File: src/common/eag_map.svh
// offsets, field positions and limits of the effective address generator
`ifndef EAG_MAP_SVH
`define EAG_MAP_SVH

// register port offsets
`define EAG_OFF_CTRL 4'h0
`define EAG_OFF_LAST 4'h4
`define EAG_OFF_STAT 4'h8
`define EAG_CTRL_RST 1'h0
`define EAG_CTRL_MODE 0
// instruction word fields, the leftmost instruction bit is bit 15 here
`define EAG_BIT_I 15
`define EAG_BIT_X 14
`define EAG_BIT_S 9
`define EAG_D_HI 8
`define EAG_D_W 9
`define EAG_CLS_HI 1
// extended format marker in bits 9..4 (sector select included)
`define EAG_EXT_HI 9
`define EAG_EXT_LO 4
`define EAG_EXT_PAT 6'h30
// two-word segmented marker in bits 9..5, outside this block
`define EAG_V2W_LO 5
`define EAG_V2W_PAT 5'h18
// displacement limits
`define EAG_REG_LIM 9'h008
`define EAG_PRE_LIM 9'h040
`define EAG_LINK_LIM 9'h100
`define EAG_STACK_STEP 16'h0001

`endif

File: src/common/eag_pkg.sv
// types of the effective address generator
package eag_pkg;

  typedef enum logic [1:0] {
    EAG_CLS_LONG = 2'h0,
    EAG_CLS_STACKREL = 2'h1,
    EAG_CLS_POSTINC = 2'h2,
    EAG_CLS_PREDEC = 2'h3
  } eag_class_t;

  typedef enum logic {
    EAG_MODE_WIDE_REL = 1'h0,
    EAG_MODE_SEG_VIRT = 1'h1
  } eag_mode_t;

endpackage

File: src/core/eag_effective_address_gen.sv
// effective address generator for memory-reference instructions
//
// Contract
// - wide mode addresses are 16-bit words
// - sector select 0 forces sector bits zero; the indexed forms other than post-indexed add indexReg, so those bits can be nonzero
// - relative forms use program counter after fetch
// - short relative adds signed displacement to counter
// - class 2 uses stack pointer then increments
// - class 3 decrements stack pointer then uses
// - segmented procedure-relative adds displacement to counter
// - base-relative direct picks register, stack, link
// - base-relative indexed picks register, stack, link
// - base-relative indirect from register or procedure
// - indirect indexed pre or post by displacement
// - three separate base registers feed addresses
//
// Design decisions made here: the register offsets and the strobed register port.
`timescale 1ns/100ps
`include "eag_map.svh"

module eag_effective_address_gen
  import eag_pkg::*;
#(
  parameter int AW = 16
) (
  // clock and reset
  input wire logic clk_sys,
  input wire logic rst_n,
  // register port
  input wire logic [3:0] regAddr,
  input wire logic [AW-1:0] regWrData,
  input wire logic regWr,
  input wire logic regRd,
  output logic [AW-1:0] regRdData,
  // request
  input wire logic reqValid,
  input wire logic [15:0] instWord,
  input wire logic [AW-1:0] addrWord,
  input wire logic [AW-1:0] pcAfterFetch,
  input wire logic [AW-1:0] indexReg,
  input wire logic [AW-1:0] stackPointer,
  input wire logic [AW-1:0] procedureBase,
  input wire logic [AW-1:0] stackBase,
  input wire logic [AW-1:0] linkBase,
  // result
  output logic addrValid,
  output logic [AW-1:0] effectiveAddress,
  output logic regLoc,
  output logic indirect,
  output logic postIndex,
  output logic formatErr,
  output logic stackWrite,
  output logic [AW-1:0] stackNext
);

  // ----------------------------------------
  // elaboration check
  // ----------------------------------------
  // the wide relative space is exactly 64K words
  if (AW != 16) begin : g_bad_aw
    $error("eag: AW must be 16");
  end

  // ----------------------------------------
  // field extraction
  // ----------------------------------------
  logic bitI;
  logic bitX;
  logic bitS;
  logic [`EAG_D_W-1:0] disp;
  eag_class_t classField;
  eag_mode_t mode;
  logic extFmt;
  logic twoWordSeg;
  logic [AW-1:0] dZero;
  logic [AW-1:0] dSigned;

  assign bitI = instWord[`EAG_BIT_I];
  assign bitX = instWord[`EAG_BIT_X];
  assign bitS = instWord[`EAG_BIT_S];
  assign disp = instWord[`EAG_D_HI:0];
  assign classField = eag_class_t'(instWord[`EAG_CLS_HI:0]);
  assign dZero = {{(AW-`EAG_D_W){1'b0}}, disp};
  assign dSigned = {{(AW-`EAG_D_W){disp[`EAG_D_HI]}}, disp};
  assign extFmt = (instWord[`EAG_EXT_HI:`EAG_EXT_LO] == `EAG_EXT_PAT);
  assign twoWordSeg = (instWord[`EAG_EXT_HI:`EAG_V2W_LO] == `EAG_V2W_PAT);

  // ----------------------------------------
  // control register
  // ----------------------------------------
  logic modeSeg_ff;

  always_ff @(posedge clk_sys or negedge rst_n) begin
    if (!rst_n) begin
      modeSeg_ff <= `EAG_CTRL_RST;
    end else if (regWr && regAddr == `EAG_OFF_CTRL) begin
      modeSeg_ff <= regWrData[`EAG_CTRL_MODE];
    end
  end

  assign mode = eag_mode_t'(modeSeg_ff);

  // ----------------------------------------
  // address calculation
  // ----------------------------------------
  logic [AW-1:0] nxt_addr;
  logic nxt_reg;
  logic nxt_ind;
  logic nxt_post;
  logic nxt_err;
  logic nxt_stackWr;
  logic [AW-1:0] nxt_stack;
  logic [AW-1:0] dPlusX;

  // small sum used for the register window test
  assign dPlusX = dZero + indexReg;

  always_comb begin
    nxt_addr = '0;
    nxt_reg = 1'b0;
    nxt_ind = bitI;
    nxt_post = 1'b0;
    nxt_err = 1'b0;
    nxt_stackWr = 1'b0;
    nxt_stack = stackPointer;
    if (mode == EAG_MODE_WIDE_REL) begin
      // all wide sums wrap inside 16 bits
      if (!bitS) begin
        nxt_addr = dZero;
        if (bitX && (!bitI || disp < `EAG_PRE_LIM)) begin
          nxt_addr = dPlusX;
        end
        nxt_post = bitI && bitX && disp >= `EAG_PRE_LIM;
      end else if (extFmt) begin
        // second word drives long reach and stack relative
        case (classField)
          EAG_CLS_LONG: begin
            nxt_addr = (bitX && !bitI) ? addrWord + indexReg : addrWord;
            nxt_post = bitI && bitX;
          end
          EAG_CLS_STACKREL: begin
            nxt_addr = addrWord + stackPointer;
            if (bitX) begin
              nxt_addr = addrWord + stackPointer + indexReg;
            end
          end
          EAG_CLS_POSTINC: begin
            nxt_addr = stackPointer;
            nxt_ind = bitI || bitX;
            nxt_post = bitX;
            nxt_stackWr = 1'b1;
            nxt_stack = stackPointer + `EAG_STACK_STEP;
          end
          default: begin
            nxt_addr = stackPointer - `EAG_STACK_STEP;
            nxt_ind = bitI || bitX;
            nxt_post = bitX;
            nxt_stackWr = 1'b1;
            nxt_stack = stackPointer - `EAG_STACK_STEP;
          end
        endcase
      end else begin
        // counter already points past the instruction
        nxt_addr = pcAfterFetch + dSigned;
        if (bitX && !bitI) begin
          nxt_addr = pcAfterFetch + dSigned + indexReg;
        end
        nxt_post = bitI && bitX;
      end
    end else begin
      if (bitS) begin
        if (twoWordSeg) begin
          // two-word segmented form is handled elsewhere
          nxt_err = 1'b1;
          nxt_ind = 1'b0;
        end else begin
          nxt_addr = pcAfterFetch + dSigned;
          if (bitX && !bitI) begin
            nxt_addr = pcAfterFetch + dSigned + indexReg;
          end
          nxt_post = bitI && bitX;
        end
      end else if (!bitI && !bitX) begin
        if (disp < `EAG_REG_LIM) begin
          nxt_addr = dZero;
          nxt_reg = 1'b1;
        end else if (disp < `EAG_LINK_LIM) begin
          nxt_addr = stackBase + dZero;
        end else begin
          nxt_addr = linkBase + dZero;
        end
      end else if (!bitI) begin
        if (disp >= `EAG_LINK_LIM) begin
          nxt_addr = linkBase + dPlusX;
        end else if (dPlusX < AW'(`EAG_REG_LIM)) begin
          nxt_addr = dPlusX;
          nxt_reg = 1'b1;
        end else begin
          nxt_addr = stackBase + dPlusX;
        end
      end else if (!bitX) begin
        // indirect word from register or procedure
        if (disp < `EAG_REG_LIM) begin
          nxt_addr = dZero;
          nxt_reg = 1'b1;
        end else begin
          nxt_addr = procedureBase + dZero;
        end
      end else begin
        if (disp < `EAG_PRE_LIM) begin
          nxt_addr = procedureBase + dPlusX;
        end else begin
          nxt_addr = procedureBase + dZero;
          nxt_post = 1'b1;
        end
      end
    end
  end

  // ----------------------------------------
  // result registers
  // ----------------------------------------
  logic addrValid_ff;
  logic [AW-1:0] effAddr_ff;
  logic regLoc_ff;
  logic indirect_ff;
  logic postIndex_ff;
  logic formatErr_ff;
  logic stackWrite_ff;
  logic [AW-1:0] stackNext_ff;

  always_ff @(posedge clk_sys or negedge rst_n) begin
    if (!rst_n) begin
      addrValid_ff <= 1'b0;
    end else begin
      addrValid_ff <= reqValid;
    end
  end

  // data hold their value between requests for the sequencer
  always_ff @(posedge clk_sys or negedge rst_n) begin
    if (!rst_n) begin
      effAddr_ff <= '0;
      regLoc_ff <= 1'b0;
      indirect_ff <= 1'b0;
      postIndex_ff <= 1'b0;
      formatErr_ff <= 1'b0;
      stackNext_ff <= '0;
    end else if (reqValid) begin
      effAddr_ff <= nxt_addr;
      regLoc_ff <= nxt_reg;
      indirect_ff <= nxt_ind;
      postIndex_ff <= nxt_post;
      formatErr_ff <= nxt_err;
      stackNext_ff <= nxt_stack;
    end
  end

  // stack pointer write is a pulse so it can never be applied twice
  always_ff @(posedge clk_sys or negedge rst_n) begin
    if (!rst_n) begin
      stackWrite_ff <= 1'b0;
    end else begin
      stackWrite_ff <= reqValid && nxt_stackWr;
    end
  end

  assign addrValid = addrValid_ff;
  assign effectiveAddress = effAddr_ff;
  assign regLoc = regLoc_ff;
  assign indirect = indirect_ff;
  assign postIndex = postIndex_ff;
  assign formatErr = formatErr_ff;
  assign stackWrite = stackWrite_ff;
  assign stackNext = stackNext_ff;

  // ----------------------------------------
  // register read
  // ----------------------------------------
  logic [AW-1:0] rdData_ff;

  always_ff @(posedge clk_sys or negedge rst_n) begin
    if (!rst_n) begin
      rdData_ff <= '0;
    end else if (regRd) begin
      if (regAddr == `EAG_OFF_CTRL) begin
        rdData_ff <= {{(AW-1){1'b0}}, modeSeg_ff};
      end else if (regAddr == `EAG_OFF_LAST) begin
        rdData_ff <= effAddr_ff;
      end else if (regAddr == `EAG_OFF_STAT) begin
        rdData_ff <= {{(AW-4){1'b0}}, formatErr_ff, postIndex_ff, indirect_ff, regLoc_ff};
      end else begin
        rdData_ff <= '0;
      end
    end else begin
      rdData_ff <= '0;
    end
  end

  assign regRdData = rdData_ff;
endmodule

File: config.mk
export PLATFORM = sky130hd
export DESIGN_NAME = eag_effective_address_gen
export DESIGN_NICKNAME = d
export VERILOG_FILES = /design/src/common/eag_pkg.sv /design/src/core/eag_effective_address_gen.sv
export VERILOG_INCLUDE_DIRS = /design/src /design/src/common
export SDC_FILE = /design/constraint.sdc
export NUM_CORES = 1
export LEC_CHECK = 0
export BUFFER_PORTS_ARGS = -buffer_cell sky130_fd_sc_hd__buf_2
export CAP_MARGIN = 20
export CORE_ASPECT_RATIO = 1.5
export CORE_MARGIN = 3
export CORE_UTILIZATION = 59
export CTS_CLUSTER_SIZE = 20
export DETAILED_ROUTE_END_ITERATION = 10
export PLACE_DENSITY = 0.83
export SLEW_MARGIN = 20
export SYNTH_ARGS = -nofsm -noshare
export SYNTH_HDL_FRONTEND = slang
export SYNTH_SLANG_ARGS = --single-unit
File: constraint.sdc
create_clock -name clk_sys -period 2.1 [get_ports clk_sys]
set_input_delay 0.315 -clock clk_sys [delete_from_list [all_inputs] [get_ports clk_sys]]
set_output_delay 0.315 -clock clk_sys [all_outputs]
set_load 0.01 [all_outputs]
==> results.py, run 1 <==
metrics = {
    "cts": {
        "cts_sinks": 55,
        "cts_root_buffer": "clkbuf_16",
        "cts_max_path_buffers": 2,
        "cts_inserted_buffers": 5,
        "cts_hold_buf": 0,
        "cts_max_level": 2,
    },
    "logic_synthesis": {
        "postSynthAreaPerCell_um2": 7.39,
        "syn-instance-count": 1605,
        "synth_area_leaders": "ha_1 (16%), dfrtp_1 (12%), xnor2_1 (7.6%)",
        "yosys.area.top_type": "ha_1",
        "synthTopCellsByCount": "a21oi_1 (151), ha_1 (149), nor2_1 (147)",
        "yosys.area.top_type_share": 0.157,
        "synth_edf_count": 0,
        "synthDistinctLibCells": 88,
        "yosysMostFrequentCell": "a21oi_1",
        "ys_seq_area_frac": 0.116,
        "synth_seq_cells": 55,
        "ys.flop_type": "dfrtp_1",
        "syn_area_mm2": 0.0119,
        "synth-warning-count": 0,
        "async_flop_share": 1.00,
        "synth_nets": 1918,
    },
    "global_routing": {
        "grt_max_degree": 37,
        "grt_first_pass_wirelength_um": 162000,
        "grt_overflow": 1117,
        "grt_pass1_vias": 25300,
        "track_usage": 0.930,
    },
    "status": {
        "tool.error": "[ERROR GRT-0116] Global routing finished with congestion. Check the congestion regions in the DRC Viewer.",
        "status": "aborted with a tool error",
        "haltStage": "global routing (5_1_grt)",
    },
    "die": {
        "initial_core_util": 0.609,
        "io_pins": 207,
        "rows": 62,
        "die_h_um": 180,
        "die_w_um": 122,
    },
    "place": {
        "port_buffers": 187,
        "placed_area_mm2": 0.0172,
        "dpl_worst_slack_ns": -2.41,
        "gp_congestion": 1.11,
        "dp_hpwl_um": 49000,
    },
}
cells by family after synthesis:
group | count (synthesis) | share of synthesized area
fa+ha+maj | 160 | 0.176
xor+xnor | 168 | 0.125
mux | 33 | 0.0293
compound gates | 566 | 0.310
simple gates | 511 | 0.208
flops | 55 | 0.116
buf+inv | 112 | 0.0364
metrics by stage:
| stage | hold WS (ns) | util | instances |
|---|---|---|---|
| CTS | 0.0779 | 0.956 | 2583 |
| detailed placement | 0.404 | 0.886 | 2536 |
| global placement | 0.374 | 0.886 | 2536 |
| floorplan | 0.0194 | - | 1605 |
timing repair:
action,CTS
gates resized for setup,175
cloned,1
pin swaps,92
setup buffers,40
setup endpoints to repair,36
per-layer routing:
layer	GRT overflow	track usage
met1	23	0.853
met2	764	1.14
met3	19	0.765
met4	308	1.03
met5	3	0.410
==> run 2: changes to the inputs <==
--- a/config.mk
+++ b/config.mk
@@ -8,12 +8,10 @@
 export LEC_CHECK = 0
 export BUFFER_PORTS_ARGS = -buffer_cell sky130_fd_sc_hd__buf_2
 export CAP_MARGIN = 20
-export CORE_ASPECT_RATIO = 1.5
 export CORE_MARGIN = 3
-export CORE_UTILIZATION = 59
-export CTS_CLUSTER_SIZE = 20
+export CORE_UTILIZATION = 40
 export DETAILED_ROUTE_END_ITERATION = 10
-export PLACE_DENSITY = 0.83
+export PLACE_DENSITY_LB_ADDON = 0.15
 export SLEW_MARGIN = 20
 export SYNTH_ARGS = -nofsm -noshare
 export SYNTH_HDL_FRONTEND = slang
==> results.py, run 2 <==
metrics = {
    "status": {
        "status": "finished with violations",
        "violations": "setup timing",
    },
    "logic_synthesis": {
        "synth_edf_count": 0,
        "ys.flop_type": "dfrtp_1",
        "syn-instance-count": 1605,
        "async_flop_share": 1.00,
        "synth_nets": 1918,
        "synthDistinctLibCells": 88,
        "synth_area_leaders": "ha_1 (16%), dfrtp_1 (12%), xnor2_1 (7.6%)",
        "yosys.area.top_type": "ha_1",
        "synth_seq_cells": 55,
        "postSynthAreaPerCell_um2": 7.39,
        "ys_seq_area_frac": 0.116,
        "yosys.area.top_type_share": 0.157,
        "synth-warning-count": 0,
        "synthTopCellsByCount": "a21oi_1 (151), ha_1 (149), nor2_1 (147)",
        "syn_area_mm2": 0.0119,
        "yosysMostFrequentCell": "a21oi_1",
    },
    "cells_and_area": {
        "finish.utilization": 0.672,
        "nNetsFinal": 2683,
        "synthToLayoutAreaGrowth_pct": 63.9,
        "layout_common_cells": "buf_4 (594), buf_2 (183), nor2_1 (137), ha_1 (128), a21oi_1 (122)",
        "n_fill_cell": 2466,
        "drive_above_1_share": 0.436,
        "stdcell_area_mm2": 0.0195,
        "fin_cells": 2756,
        "mostFrequentLayoutCell": "buf_4",
    },
    "timing": {
        "setup_viol": 24,
        "clock.fmax_mhz": 256,
        "fin_crit_sh": 1.86,
        "rsz0062_at_grt": "true",
        "maxSlewViolCount": 0,
        "relSlewSlack": 0.523,
        "hold_violations": 0,
        "worst_slack_ns": -1.81,
        "tightestPinTransition_ns": 0.716,
        "period_minus_slack_ns": 3.91,
        "fin_skew_ns": 0.00493,
    },
    "power_and_ir_drop": {
        "ir_drop_v": 0.000464,
        "power_mw": 10.3,
        "powerDensity_mw_per_mm2": 530,
        "p_leak_nw": 9.14,
    },
    "setup_path": {
        "start_kind": "input pin",
        "slowest_stage": "fa_2",
        "max_stage_delay_ns": 0.38,
        "cp_max_fo": 4,
        "path_cells": "buf_12 -> buf_6 -> ha_4 -> fa_2 -> buf_6 -> a21o_1 -> a211o_1 -> and2_4 -> buf_6 -> ha_4 -> nand3_4 -> o2111ai_4 -> a21oi_4 -> o21ai_2 -> a41o_1 -> a21oi_2 -> xnor2_1 -> a31oi_1 -> o221ai_1 -> nand4b_1",
        "cp.arrival_ns": 4.08,
        "end_kind": "register",
        "path_class": "input pin to register",
        "cp_data_required_time_ns": 2.28,
        "cp_common_cell": "buf_6",
    },
    "routing": {
        "drc": 0,
        "postRouteAntennaNets": 0,
        "vias": 15900,
        "drtIter0Drc": 1354,
        "wirelength_um": 55800,
        "dr.pass1.iters": 6,
        "wl_per_cell_um": 20.2,
        "routed_via_density": 5.77,
    },
    "cts": {
        "cts_max_path_buffers": 2,
        "cts_max_level": 2,
        "clk_pin_slew_worst_paths_ns": 0.08,
        "cts_inserted_buffers": 5,
        "insertion_delay_ns": 0.29,
        "cts_sinks": 55,
        "cts_tree": "done",
        "cts_root_buffer": "clkbuf_16",
    },
    "job": {
        "max_cap_violations": 0,
    },
    "global_routing": {
        "grt_pass1_vias": 15200,
        "track_usage": 0.336,
        "antenna_found_initial": 3,
        "grt_overflow": 0,
        "grt_max_degree": 38,
        "grt_first_pass_wirelength_um": 83500,
    },
    "die": {
        "rows": 62,
        "die_h_um": 178,
        "initial_core_util": 0.410,
        "io_pins": 207,
        "die_w_um": 178,
        "die_area_mm2": 0.0318,
        "fp.coreArea_mm2": 0.0289,
    },
    "place": {
        "dpl_worst_slack_ns": -2.27,
        "placed_area_mm2": 0.0178,
        "dp_hpwl_um": 45900,
        "gp_congestion": 0.991,
        "place_inst": 2715,
        "port_buffers": 187,
    },
    "hold_path": {
        "hp-class": "input pin to asynchronous set/reset pin",
    },
}
## run 2: cell families (layout without fill, tap and decap cells)
family	after synthesis	after routing	share of synthesized area
compound gates	566	566	0.310
xor+xnor	168	168	0.125
fa+ha+maj	160	160	0.176
buf+inv	112	878	0.0364
flops	55	55	0.116
mux	33	33	0.0293
other cells	0	1	0
simple gates	511	511	0.208
## run 2: path summary, 6_finish.rpt
path | from | endpoint | slack, ns | cells past startpoint
max in group asynchronous | rst_n | effectiveAddress[0] | 1.38 | 2
worst min-delay path | rst_n | effectiveAddress[3] | 0.07 | 1
worst min register to register | stackNext[1] | stackNext[1] | 0.52 | 1
min in group clk_sys | regWrData[0] | mode | 0.28 | 2
worst max register to register | mode | effectiveAddress[15] | 0.17 | 7
worst max-delay path | instWord[0] | effectiveAddress[14] | -1.81 | 20
## run 2: stage by stage
step	hold WS (ns)	setup TNS [ns]
global placement	0.389	-47.10
floorplan	0.0194	-17.76
finish	0.0749	-24.11
global route	0.133	-27.08
detailed placement	0.409	-48.41
CTS	0.0957	-23.56
## run 2: layer usage
layer,global-route usage,wire length [µm],part of all wire
met1,0.475,25100,0.45
met4,0.0909,2020,0.036
met2,0.530,24200,0.43
met3,0.0511,4450,0.080
met5,0,21,0.00038
## run 2: final cells by class
class,instances,area (µm²),share of cell area
diodes,1,2.50,0.000129
clock buffers,5,125,0.00643
flip-flops and latches,55,1380,0.0708
repair buffers,815,5920,0.304
clock inverters,3,46.3,0.00238
well taps,384,480,0.0247
multi-input cells,1438,11300,0.580
inverters,55,214,0.0110
## run 2: power by group
part           switching, mW  total [mW]  internal (mW)  leakage [nW]
Clock                  0.400       0.968          0.568        0.0804
Sequential             0.107        1.27           1.16         0.681
Combinational           4.04        8.07           4.03          8.38
Total                   4.55        10.3           5.75          9.14
## run 2: worst max-delay path: cells and delay by family
kind            cells  cell delay (ns)
compound gates      9             1.81
fa+ha+maj           3             0.85
buf+inv             4             0.50
simple gates        3             0.48
xor+xnor            1             0.12
## run 2: what timing repair did
item | 4_1_cts | 5_1_grt
gates resized for setup | 139 | 115
endpoints found under the setup margin | 36 | 34
cloned | 1 | 0
hold buffers | 0 | 0
buffers inserted | 17 | 20
pin swaps | 79 | 106
Power figures use the tool's default switching activity.
==> run 3: changes to the inputs <==
--- a/config.mk
+++ b/config.mk
@@ -6,11 +6,11 @@
 export SDC_FILE = /design/constraint.sdc
 export NUM_CORES = 1
 export LEC_CHECK = 0
-export BUFFER_PORTS_ARGS = -buffer_cell sky130_fd_sc_hd__buf_2
 export CAP_MARGIN = 20
 export CORE_MARGIN = 3
 export CORE_UTILIZATION = 40
 export DETAILED_ROUTE_END_ITERATION = 10
+export DONT_BUFFER_PORTS = 1
 export PLACE_DENSITY_LB_ADDON = 0.15
 export SLEW_MARGIN = 20
 export SYNTH_ARGS = -nofsm -noshare
==> constraint.sdc (replaced) <==
create_clock -name clk_sys -period 4.28 [get_ports clk_sys]
set_input_delay 0.642 -clock clk_sys [delete_from_list [all_inputs] [get_ports clk_sys]]
set_output_delay 0.642 -clock clk_sys [all_outputs]
set_load 0.01 [all_outputs]
==> results.py, run 3 (synthesis results as in run 2) <==
metrics = {
    "status": {
        "status": "finished, final reports clean",
    },
    "timing": {
        "setup_viol": 0,
        "fin_crit_sh": 0.978,
        "maxSlewViolCount": 0,
        "clock.fmax_mhz": 239,
        "hold_violations": 0,
        "tightestPinTransition_ns": 0.921,
        "rsz0062_at_grt": "true",
        "fin_skew_ns": 0.00586,
        "tns_ns": 0,
        "period_minus_slack_ns": 4.19,
        "whs_ns": 0.0328,
        "relSlewSlack": 0.384,
    },
    "setup_path": {
        "cp_data_required_time_ns": 4.46,
        "path_class": "input pin to register",
        "end_kind": "register",
        "cp.arrival_ns": 4.37,
        "start_kind": "input pin",
        "cp_max_fo": 4,
        "ff2ff_path_depth": 7,
    },
    "cts": {
        "clk_pin_slew_worst_paths_ns": 0.08,
        "cts_inserted_buffers": 5,
        "cts_sinks": 55,
        "cts_hold_buf": 0,
        "cts_tree": "done",
        "cts_max_path_buffers": 2,
        "cts_root_buffer": "clkbuf_16",
        "insertion_delay_ns": 0.29,
        "cts_max_level": 2,
    },
    "cells_and_area": {
        "layout_common_cells": "buf_4 (230), ha_1 (145), nor2_1 (144), a21oi_1 (144), nand2_1 (126)",
        "multi_input_area_mm2": 0.0104,
        "seq_area_mm2": 0.00138,
        "diodes": 0,
        "mostFrequentLayoutCell": "buf_4",
        "nNetsFinal": 2099,
        "synthToLayoutAreaGrowth_pct": 20.9,
        "n_fill_cell": 2908,
        "drive_above_1_share": 0.186,
        "fin_cells": 2171,
    },
    "power_and_ir_drop": {
        "p_leak_nw": 6.19,
        "ir_drop_v": 0.000189,
        "powerDensity_mw_per_mm2": 273,
    },
    "place": {
        "dp_hpwl_um": 38600,
        "gp_congestion": 0.959,
        "place_inst": 2159,
        "port_buffers": 0,
    },
    "die": {
        "die_w_um": 178,
        "initial_core_util": 0.410,
        "die_area_mm2": 0.0318,
        "rows": 62,
        "die_h_um": 178,
        "io_pins": 207,
        "fp.coreArea_mm2": 0.0289,
    },
    "global_routing": {
        "grt_first_pass_wirelength_um": 71200,
        "grt_pass1_vias": 12500,
        "grt_overflow": 0,
        "track_usage": 0.287,
        "grt_max_degree": 59,
        "antenna_found_initial": 1,
    },
    "routing": {
        "drc": 0,
        "vias": 13100,
        "routed_via_density": 6.05,
        "dr.pass1.iters": 5,
        "wl_per_cell_um": 21.8,
        "wirelength_um": 47400,
        "drtIter0Drc": 1112,
        "postRouteAntennaNets": 0,
    },
    "job": {
        "max_cap_violations": 0,
    },
    "hold_path": {
        "hp-class": "input pin to asynchronous set/reset pin",
    },
}
==> run 3: cell count changes in the layout (fill, tap and decap cells not counted), moves of 17 or more <==
cell / before / now
buf_6: 27 / 0
a21oi_1: 122 / 144
ha_1: 128 / 145
a21oi_2: 24 / 7
buf_4: 594 / 230
o21ai_0: 70 / 98
buf_2: 183 / 0
ha_4: 20 / 2
==> run 3: final timing paths <==
| path | endpoint | slack, ns | startpoint |
|---|---|---|---|
| hold reg to reg | stackNext[2] | 0.59 | stackNext[2] |
| max in group asynchronous | stackNext[9] | 4.16 | rst_n |
| hold / removal | regRdData[5] | 0.03 | rst_n |
| setup / recovery | effectiveAddress[15] | 0.09 | addrWord[0] |
| min in group clk_sys | addrValid | 0.37 | reqValid |
| setup reg to reg | effectiveAddress[14] | 1.82 | mode |
==> run 3: timing repair <==
action	CTS	global route
resized for setup	13	52
pin swaps	6	24
setup buffers	2	2
endpoints found under the setup margin	3	9
==> run 3: metal layers <==
layer  vias up  wire (µm)  global-route usage
li1       6374          -                   -
met1      6155      21100               0.398
met2       522      20600               0.445
met3        82       4310              0.0700
met4         2       1370              0.0747
met5         -         13                   0
==> run 3: through the flow <==
step,total power [mW],utilization,worst slack [ns],area (µm²)
4_1_cts,3.79,0.486,0.0203,14100
6_report,3.92,0.496,0.0933,14300
3_3_place_gp,3.29,0.478,-0.366,13800
5_1_grt,4.22,0.496,-0.0321,14300
3_5_place_dp,3.32,0.478,-0.410,13800
2_1_floorplan,2.38,-,-0.0340,11900
==> run 3: cell type report <==
type | instances | area share
Clock inverter | 3 | 0.00218
Timing Repair Buffer | 231 | 0.122
Tap cell | 384 | 0.0335
Multi-Input combinational cell | 1438 | 0.723
Sequential cell | 55 | 0.0959
Clock buffer | 5 | 0.00872
Inverter | 55 | 0.0146
==> run 3: where the power goes <==
| group | internal [mW] | total [mW] | leakage [nW] | switching, mW |
|---|---|---|---|---|
| Sequential | 0.569 | 0.659 | 0.681 | 0.0897 |
| Clock | 0.227 | 0.435 | 0.0778 | 0.208 |
| Combinational | 1.38 | 2.82 | 5.43 | 1.45 |
| Total | 2.17 | 3.92 | 6.19 | 1.74 |
==> run 3: worst max-delay path: stages <==
cell and delay (ns):
ha_1 0.20, buf_4 0.13, a21oi_1 0.20, o211ai_1 0.24
a221oi_1 0.46, xnor2_1 0.19, buf_4 0.17, ha_1 0.21
a21oi_1 0.11, o21ai_0 0.10, a21oi_1 0.30, o21ai_2 0.11
a21o_1 0.20, a21oi_2 0.15, mux2i_1 0.24, xnor2_1 0.14
a221oi_1 0.11, buf_4 0.16, or3_1 0.30
